### config.mk
export PLATFORM = sky130hd
export DESIGN_NAME = tpm_monitor_top
export DESIGN_NICKNAME = d
export VERILOG_FILES = /design/src/tpm_pkg.sv /design/src/tpm_event_counter.sv /design/src/tpm_monitor_top.sv
export SDC_FILE = /design/constraint.sdc
export NUM_CORES = 1
export LEC_CHECK = 0
export BUFFER_PORTS_ARGS = -buffer_cell sky130_fd_sc_hd__buf_2
export CORE_AREA = 2 2 340 342
export CTS_BUF_LIST = sky130_fd_sc_hd__clkbuf_16
export DETAILED_ROUTE_END_ITERATION = 6
export DIE_AREA = 0 0 342 344
export PLACE_DENSITY = 0.53
export SYNTH_ARGS = -nofsm -noshare
export SYNTH_HDL_FRONTEND = slang
export SYNTH_HIERARCHICAL = 1
export SYNTH_SLANG_ARGS = --single-unit
### constraint.sdc
create_clock -name sys_clk_i -period 3.9 [get_ports sys_clk_i]
set_input_delay 0.585 -clock sys_clk_i [delete_from_list [all_inputs] [get_ports sys_clk_i]]
set_output_delay 0.585 -clock sys_clk_i [all_outputs]
set_load 0.02 [all_outputs]
### src/tpm_pkg.sv
// ***************************************************************
// shared constants and carriers of the performance event monitors
// ***************************************************************
package tpm_pkg;

  // ***************************************************************
  // sizes
  // ***************************************************************
  localparam int NUM_TBU = 2; // buffer unit instances, each with its own monitor
  localparam int NUM_CNT = 2; // counters in every monitor
  localparam int SID_W = 24; // stream identifier width
  localparam int CODE_W = 8; // event code width
  localparam int CNT_W = 32; // counter width
  localparam int WC_NUM = 5; // walk caches: stage 1 levels 0 to 3, stage 2 level 0
  localparam int TCU_FIXED_SRC = 8; // control unit sources outside the walk caches
  localparam int TCU_NSRC = TCU_FIXED_SRC + 2 * WC_NUM; // all control unit sources
  localparam int TBU_NSRC = 4; // buffer unit sources

  // ***************************************************************
  // event codes
  // ***************************************************************
  localparam logic [CODE_W-1:0] EV_CYCLE = 8'h00; // clock cycles, both unit types
  localparam logic [CODE_W-1:0] EV_TXN = 8'h01; // requests or issued transactions
  localparam logic [CODE_W-1:0] EV_TLB_MISS = 8'h02; // uncached table walk or non-speculative request
  localparam logic [CODE_W-1:0] EV_CFG_MISS = 8'h03; // uncached configuration walk
  localparam logic [CODE_W-1:0] EV_TT_ACCESS = 8'h04; // table walk memory access
  localparam logic [CODE_W-1:0] EV_CFG_ACCESS = 8'h05; // configuration walk memory access
  localparam logic [CODE_W-1:0] EV_TCU_ATS = 8'h06; // requests from the root complex master
  localparam logic [CODE_W-1:0] EV_TBU_ATS = 8'h07; // pre-translated issued transactions
  localparam logic [CODE_W-1:0] EV_WC_BASE = 8'h80; // lookup of walk cache i is base plus 2i
  localparam logic [CODE_W-1:0] EV_WC_MISS_OFS = 8'h01; // miss code sits one above lookup
  localparam logic [CODE_W-1:0] EV_S2L0_MISS = 8'h89; // stage-2 level-0 walk cache miss

  // ***************************************************************
  // reset values
  // ***************************************************************
  localparam logic [CNT_W-1:0] CNT_RST = 32'h0000_0000; // counters after reset

  // ***************************************************************
  // carriers
  // ***************************************************************
  // one occurrence of an event with its attributes
  typedef struct packed {
    logic valid; // occurrence this cycle
    logic spec; // speculative transaction or translation
    logic term; // terminated transaction or translation fault
    logic [SID_W-1:0] sid; // stream identifier
  } tpm_ev_t;

  // one candidate increment as the counters see it
  typedef struct packed {
    logic valid;
    logic filterable;
    logic [CODE_W-1:0] code;
    logic [SID_W-1:0] sid;
  } tpm_src_t;

  // control unit event inputs
  typedef struct packed {
    tpm_ev_t tbu_req; // request from a buffer unit master
    tpm_ev_t ats_req; // request from a root complex translation master
    tpm_ev_t tlb_walk; // request that walked uncached table entries
    tpm_ev_t cfg_walk; // request that walked uncached configuration entries
    tpm_ev_t tt_access; // table walk memory access
    tpm_ev_t cfg_access; // configuration walk memory access
    tpm_ev_t [WC_NUM-1:0] wc_lookup; // walk cache lookups, index is the cache
    tpm_ev_t [WC_NUM-1:0] wc_miss; // walk cache lookups that missed
  } tpm_tcu_ev_t;

  // buffer unit event inputs
  typedef struct packed {
    tpm_ev_t dn_txn; // transaction issued on the downstream master port
    logic dn_txn_ats; // that transaction was already translated
    tpm_ev_t xlat_req; // translation request sent to the control unit
  } tpm_tbu_ev_t;

  // per monitor configuration, held by the surrounding logic
  typedef struct packed {
    logic [NUM_CNT-1:0][CODE_W-1:0] sel_code; // event code per counter
    logic filt_en; // stream filter enable
    logic [SID_W-1:0] filt_sid; // stream filter register value
    logic [NUM_CNT-1:0] clear; // one-cycle clear per counter
  } tpm_mon_cfg_t;

  typedef logic [NUM_CNT-1:0][CNT_W-1:0] tpm_cnt_vec_t;

endpackage

### src/tpm_event_counter.sv
`timescale 1ns/1ps
// ***************************************************************
// one counter: sums the matching occurrences of a cycle
// ***************************************************************
module tpm_event_counter #(
  parameter int NSRC = 1
) (
  input wire logic sys_clk_i,
  input wire logic rst_b_i,
  input wire tpm_pkg::tpm_src_t [NSRC-1:0] src_i,
  input wire logic [tpm_pkg::CODE_W-1:0] sel_code_i,
  input wire logic filt_en_i,
  input wire logic [tpm_pkg::SID_W-1:0] filt_sid_i,
  input wire logic clear_i,
  output logic [tpm_pkg::CNT_W-1:0] count_o
);
  import tpm_pkg::*;

  logic [CNT_W-1:0] count_reg; // running total
  logic [CNT_W-1:0] count_next; // total after this cycle
  logic [CNT_W-1:0] inc; // matching occurrences this cycle

  // count every source whose code is selected and that passes the filter
  always_comb begin
    inc = '0;
    for (int i = 0; i < NSRC; i++) begin
      // spec and term attributes are not looked at: such events still count [RQ3] [RQ4]
      if (src_i[i].valid && (src_i[i].code == sel_code_i) &&
          (!src_i[i].filterable || !filt_en_i || (src_i[i].sid == filt_sid_i))) begin // [RQ2]
        inc = inc + CNT_W'(1); // [RQ19]
      end
    end
    // a clear keeps this cycle's occurrences so none is lost
    if (clear_i) begin
      count_next = inc;
    end else begin
      count_next = count_reg + inc; // [RQ19]
    end
  end

  // register only
  always_ff @(posedge sys_clk_i or negedge rst_b_i) begin
    if (!rst_b_i) begin
      count_reg <= CNT_RST;
    end else begin
      count_reg <= count_next;
    end
  end

  assign count_o = count_reg;

endmodule

### src/tpm_monitor_top.sv
`timescale 1ns/1ps
// Function
// [RQ1] one control monitor, one per buffer unit
// [RQ2] filter drops filterable events of other streams
// [RQ3] speculative events still pass the filter
// [RQ4] terminated or faulted events still pass filter
// [RQ5] code 0x0 counts ungated cycles, never filtered
// [RQ6] control 0x1 counts all translation requests
// [RQ7] control 0x2 counts uncached table walks
// [RQ8] control 0x3 counts uncached configuration walks
// [RQ9] control 0x4 counts table walk accesses
// [RQ10] control 0x5 counts configuration walk accesses
// [RQ11] control 0x6 counts root complex requests only
// [RQ12] buffer 0x1 counts downstream issued transactions
// [RQ13] buffer 0x2 counts non-speculative translation requests
// [RQ14] buffer 0x7 counts pre-translated downstream transactions
// [RQ15] even codes 0x80-0x86 count stage-1 lookups
// [RQ16] odd codes 0x81-0x87 count stage-1 misses
// [RQ17] code 0x88 counts stage-2 level-0 lookups
// [RQ18] code 0x89 counts stage-2 level-0 misses
// [RQ19] counters add selected occurrences; unknown codes idle
module tpm_monitor_top (
  input wire logic sys_clk_i,
  input wire logic rst_b_i,
  input wire tpm_pkg::tpm_tcu_ev_t tcu_ev_i,
  input wire logic tcu_clk_gated_i,
  input wire tpm_pkg::tpm_mon_cfg_t tcu_cfg_i,
  output tpm_pkg::tpm_cnt_vec_t tcu_count_o,
  input wire tpm_pkg::tpm_tbu_ev_t [tpm_pkg::NUM_TBU-1:0] tbu_ev_i,
  input wire logic [tpm_pkg::NUM_TBU-1:0] tbu_clk_gated_i,
  input wire tpm_pkg::tpm_mon_cfg_t [tpm_pkg::NUM_TBU-1:0] tbu_cfg_i,
  output tpm_pkg::tpm_cnt_vec_t [tpm_pkg::NUM_TBU-1:0] tbu_count_o
);
  import tpm_pkg::*;

  // ***************************************************************
  // source building
  // ***************************************************************
  // turns an event input into a counter candidate
  function automatic tpm_src_t mk_src(input logic valid, input logic filterable,
                                      input logic [CODE_W-1:0] code, input logic [SID_W-1:0] sid);
    tpm_src_t s;
    s.valid = valid;
    s.filterable = filterable;
    s.code = code;
    s.sid = sid;
    return s;
  endfunction

  tpm_src_t [TCU_NSRC-1:0] tcu_src; // every control unit candidate of the cycle

  // control unit candidates; two request ports may both fire, so 0x1 can add two
  always_comb begin
    // cycle count stops once the gating handshake has completed [RQ5]
    tcu_src[0] = mk_src(!tcu_clk_gated_i, 1'b0, EV_CYCLE, '0); // [RQ5]
    tcu_src[1] = mk_src(tcu_ev_i.tbu_req.valid, 1'b1, EV_TXN, tcu_ev_i.tbu_req.sid); // [RQ6]
    tcu_src[2] = mk_src(tcu_ev_i.ats_req.valid, 1'b1, EV_TXN, tcu_ev_i.ats_req.sid); // [RQ6]
    tcu_src[3] = mk_src(tcu_ev_i.tlb_walk.valid, 1'b1, EV_TLB_MISS, tcu_ev_i.tlb_walk.sid); // [RQ7]
    tcu_src[4] = mk_src(tcu_ev_i.cfg_walk.valid, 1'b1, EV_CFG_MISS, tcu_ev_i.cfg_walk.sid); // [RQ8]
    tcu_src[5] = mk_src(tcu_ev_i.tt_access.valid, 1'b1, EV_TT_ACCESS, tcu_ev_i.tt_access.sid); // [RQ9]
    tcu_src[6] = mk_src(tcu_ev_i.cfg_access.valid, 1'b1, EV_CFG_ACCESS, tcu_ev_i.cfg_access.sid); // [RQ10]
    // buffer unit requests never reach this code
    tcu_src[7] = mk_src(tcu_ev_i.ats_req.valid, 1'b1, EV_TCU_ATS, tcu_ev_i.ats_req.sid); // [RQ11]
    // walk caches: lookup on even code, miss one above it [RQ15] [RQ16] [RQ17] [RQ18]
    for (int w = 0; w < WC_NUM; w++) begin
      tcu_src[TCU_FIXED_SRC + 2 * w] = mk_src(tcu_ev_i.wc_lookup[w].valid, 1'b1,
                                              EV_WC_BASE + CODE_W'(2 * w), tcu_ev_i.wc_lookup[w].sid);
      tcu_src[TCU_FIXED_SRC + 2 * w + 1] = mk_src(tcu_ev_i.wc_miss[w].valid, 1'b1,
                                                  EV_WC_BASE + CODE_W'(2 * w) + EV_WC_MISS_OFS,
                                                  tcu_ev_i.wc_miss[w].sid);
    end
  end

  // ***************************************************************
  // control unit monitor
  // ***************************************************************
  // counters share the filter; each picks its own code
  genvar gc;
  generate
    for (gc = 0; gc < NUM_CNT; gc++) begin : g_tcu_cnt
      tpm_event_counter #(
        .NSRC(TCU_NSRC)
      ) u_cnt (
        .sys_clk_i(sys_clk_i),
        .rst_b_i(rst_b_i),
        .src_i(tcu_src),
        .sel_code_i(tcu_cfg_i.sel_code[gc]),
        .filt_en_i(tcu_cfg_i.filt_en),
        .filt_sid_i(tcu_cfg_i.filt_sid),
        .clear_i(tcu_cfg_i.clear[gc]),
        .count_o(tcu_count_o[gc])
      );
    end
  endgenerate

  // ***************************************************************
  // buffer unit monitors
  // ***************************************************************
  // each buffer unit owns a monitor of its own [RQ1]
  genvar gt;
  genvar gk;
  generate
    for (gt = 0; gt < NUM_TBU; gt++) begin : g_tbu
      tpm_src_t [TBU_NSRC-1:0] tbu_src; // this unit's candidates

      // buffer unit candidates of the cycle
      always_comb begin
        tbu_src[0] = mk_src(!tbu_clk_gated_i[gt], 1'b0, EV_CYCLE, '0); // [RQ5]
        tbu_src[1] = mk_src(tbu_ev_i[gt].dn_txn.valid, 1'b1, EV_TXN, tbu_ev_i[gt].dn_txn.sid); // [RQ12]
        // speculative requests are dropped here, not by the filter
        tbu_src[2] = mk_src(tbu_ev_i[gt].xlat_req.valid && !tbu_ev_i[gt].xlat_req.spec, 1'b1,
                            EV_TLB_MISS, tbu_ev_i[gt].xlat_req.sid); // [RQ13]
        tbu_src[3] = mk_src(tbu_ev_i[gt].dn_txn.valid && tbu_ev_i[gt].dn_txn_ats, 1'b1,
                            EV_TBU_ATS, tbu_ev_i[gt].dn_txn.sid); // [RQ14]
      end

      for (gk = 0; gk < NUM_CNT; gk++) begin : g_cnt
        tpm_event_counter #(
          .NSRC(TBU_NSRC)
        ) u_cnt (
          .sys_clk_i(sys_clk_i),
          .rst_b_i(rst_b_i),
          .src_i(tbu_src),
          .sel_code_i(tbu_cfg_i[gt].sel_code[gk]),
          .filt_en_i(tbu_cfg_i[gt].filt_en),
          .filt_sid_i(tbu_cfg_i[gt].filt_sid),
          .clear_i(tbu_cfg_i[gt].clear[gk]),
          .count_o(tbu_count_o[gt][gk])
        );
      end
    end
  endgenerate

  logic [CNT_W-1:0] tc0; // control unit counter 0
  logic [CNT_W-1:0] bc0; // buffer unit 0 counter 0
  logic t_run; // control counter 0 not cleared
  logic b_run; // buffer counter 0 not cleared
  assign tc0 = tcu_count_o[0];
  assign bc0 = tbu_count_o[0][0];
  assign t_run = !tcu_cfg_i.clear[0];
  assign b_run = !tbu_cfg_i[0].clear[0];
endmodule

==> impl_metrics.py <==
metrics = {
    "run_status": {
        "outcome": "complete, but fails checks",
        "failed_checks": "negative setup slack",
    },
    "placement": {
        "dp.cells": 8097,
        "place_congestion": 0.915,
        "port_buffers": 829,
        "dp_hpwl_um": 123000,
        "dpl_worst_slack_ns": -9.80,
    },
    "layout": {
        "nFillCells": 11100,
        "seqCellArea_um2": 4800,
        "multi_input_area_um2": 35000,
        "area_growth_pct": 56.3,
        "drive_gt1_share_pct": 38.0,
        "layout_commonest_cell": "buf_4",
        "final_nets": 7497,
        "fin_cells": 8282,
        "final_cell_mix": "1,037 x buf_4, 1,035 x xnor2_1, 773 x buf_2",
    },
    "synth": {
        "ys_seq_area_share_pct": 13.3,
        "ys_warn_count": 6,
        "avgSynthCellArea_um2": 8.35,
        "yosys-top-cells-area": "xnor2_1 28%, xor2_1 19%, dfrtp_1 13%",
        "synth-main-ff-cell": "dfrtp_1",
        "synth_edf_count": 0,
        "syn_inst": 4323,
        "synth_area_um2": 36100,
        "async_flop_share_pct": 100,
        "ys_types": 111,
        "yosysTopAreaCell": "xnor2_1",
        "synth_top_area_share_pct": 28.0,
        "ys_seq_elements": 192,
    },
    "critical_path": {
        "crit_arrival_ns": 13.25,
        "worstPathRequired_ns": 4.26,
        "setup.worst_path.class": "input port to flip-flop",
        "crit_path_max_incr_delay_ns": 0.37,
        "cp_max_fo": 9,
        "cp-end-kind": "flip-flop",
        "slowest_stage": "nor4_4",
        "startpoint_type": "input port",
    },
    "drt": {
        "vias_per_cell": 4.64,
        "vias": 38400,
        "wl_um": 148000,
        "routedWlPerCell_um": 17.8,
        "drc": 0,
        "ant_nets": 0,
        "drtPass1Iterations": 5,
        "initialDrtViolationCount": 1445,
    },
    "timing": {
        "hold_violations": 0,
        "skew_ns": 0.0135,
        "slew_violations": 0,
        "relSlewSlack_pct": 41.7,
        "post-route-period-util_pct": 331,
        "worstMarginPinSlew_ns": 0.875,
        "setup_ws_ns": -8.99,
        "setup_viol_count_final": 112,
        "max_freq_mhz": 77.6,
        "period_needed_ns": 12.89,
        "rsz0062_at_grt": "true",
    },
    "die": {
        "rows": 124,
        "start_util_pct": 31.7,
        "die_area_um2": 118000,
        "die_h_um": 344,
        "die_w_um": 342,
        "core_area_um2": 114000,
        "ioPinCount": 868,
    },
    "grt": {
        "use_met2_pct": 43.1,
        "grt_antenna_before_repair": 54,
        "gr-usage-met3_pct": 3.64,
        "grt_first_pass_wirelength_um": 218000,
        "grt-busiest-layer": "met2",
        "gr-total-overflow": 0,
        "grt_max_degree": 93,
        "grt_use_total_pct": 24.0,
        "grt.met1_usage_pct": 27.0,
        "grt_pass1_vias": 38200,
    },
    "hold_path": {
        "hold_path.class": "input port to asynchronous set/reset pin",
    },
    "clock_network": {
        "clock_latency_ns": 0.50,
        "cts_buffers": 17,
        "cts_tree": "yes",
        "clkSinkCount": 192,
        "root_buffer": "clkbuf_16",
        "cts_max_path_buffers": 2,
        "clkSlewWorstSetupHoldPaths_ns": 0.08,
        "hold_buffers": 0,
        "h-tree-depth": 4,
    },
    "power_and_ir_drop": {
        "power_density_nw_per_um2": 163,
        "p_sw_mw": 3.72,
        "p_leak_nw": 25.7,
        "worst_ir_drop_vdd_v": 0.000246,
        "p_int_mw": 5.49,
        "pwr-share-clk_pct": 19.7,
        "switching_share_pct": 40.4,
        "finalPower_mw": 9.21,
        "pwr-share-seq_pct": 23.8,
        "p_comb_share_pct": 56.6,
    },
    "run": {
        "maxCapViolCount": 0,
    },
}
timing repair:
action / CTS / global route
resized for setup: 301 / 253
setup endpoints to repair: 137 / 158
buffers inserted: 97 / 44
cloned: 0 / 2
hold endpoints to repair: 0 / 0
pin swaps: 152 / 129
kinds of logic (layout without fill, tap and decap cells):
kind of cell	count (synthesis)	after routing	synth area share [%]
XOR/XNOR	1967	1967	49.1
AND/OR/NAND/NOR	1358	1358	20.8
AO/OA/AOI/OAI	362	362	7.34
buffers and inverters	296	2081	4.48
flip-flops	192	192	13.3
adder cells (fa/ha/maj)	101	101	3.61
multiplexers	39	39	1.23
other	8	670	0.0832
area by class of cell:
type | count | area share (%)
Clock buffer | 17 | 0.754
Inverter | 84 | 0.590
Tap cell | 1512 | 3.35
Clock inverter | 15 | 0.288
Timing Repair Buffer | 1965 | 24.3
Antenna cell | 34 | 0.151
Sequential cell | 192 | 8.52
Multi-Input combinational cell | 4463 | 62.1
layer usage:
metal	wire length, um	vias up	share of wire, %
met5	201	-	0.14
met2	73700	971	50
li1	-	19100	-
met4	8210	30	5.6
met3	7870	301	5.3
met1	57600	18000	39
worst paths after layout:
path | cells past startpoint | from | to | slack, ns
min reg2reg | 2 | g_tbu[0].g_cnt[1].u_cnt/count_o[31] | g_tbu[0].g_cnt[1].u_cnt/count_o[31] | 0.55
max | 74 | tcu_cfg_i[9] | g_tcu_cnt[1].u_cnt/count_o[25] | -8.99
max reg2reg | 23 | g_tcu_cnt[1].u_cnt/count_o[0] | g_tcu_cnt[1].u_cnt/count_o[20] | 0.08
min in group sys_clk_i | 2 | tbu_cfg_i[44] | g_tbu[1].g_cnt[1].u_cnt/count_o[5] | 0.38
max in group asynchronous | 2 | rst_b_i | g_tcu_cnt[0].u_cnt/count_o[16] | 2.72
min | 1 | rst_b_i | g_tbu[0].g_cnt[0].u_cnt/count_o[26] | 0.13
Yosys cell counts, drive strengths merged, types with 21 or more instances:
library cell / instances
nor4: 229
nand4: 292
xor2: 770
nand2: 206
and3: 41
dfrtp: 192
a31oi: 44
ha: 92
a21o: 26
or3: 25
o21bai: 31
clkbuf: 38
and2: 21
o21ai: 39
xnor2: 1177
mux2: 37
nor2: 244
nor3: 49
a21oi: 83
inv: 84
buf: 174
nand3: 138
metrics by stage:
step | util (%) | setup TNS [ns] | hold WS, ns | area (um^2)
6_report | 49.5 | -509.45 | 0.131 | 56400
5_1_grt | 49.5 | -558.15 | 0.193 | 56400
4_1_cts | 48.1 | -507.69 | 0.180 | 54800
3_5_place_dp | 45.8 | -626.99 | 0.526 | 52100
3_3_place_gp | 45.8 | -617.18 | 0.518 | 52100
2_1_floorplan | - | -520.32 | 0.289 | 40000
power by group through the flow:
stage / Combinational (mW) / Clock [mW] / Sequential [mW]
after floorplan: 2.75 / 0 / 2.33
after global placement: 4.70 / 0 / 2.22
after detailed placement: 4.75 / 0 / 2.23
after CTS: 5.04 / 1.88 / 2.19
after global routing: 5.64 / 1.94 / 2.21
final: 5.21 / 1.81 / 2.19
state kept, by name, indices dropped and copies added, names as in the netlist:
signal                     flops
g_tbu.g_cnt.u_cnt/count_o    128
g_tcu_cnt.u_cnt/count_o       64
critical path, delay by kind of cell:
| kind | cells | cell delay, ns |
|---|---|---|
| AOI/OAI and AO/OA | 30 | 4.61 |
| xor gates and xnor gates | 3 | 0.48 |
| adders and majority gates | 14 | 3.40 |
| buffers and inverters | 9 | 0.91 |
| muxes | 4 | 1.09 |
| and+or+nand+nor | 14 | 2.18 |
Note: power is estimated with default switching activity, not from simulation.
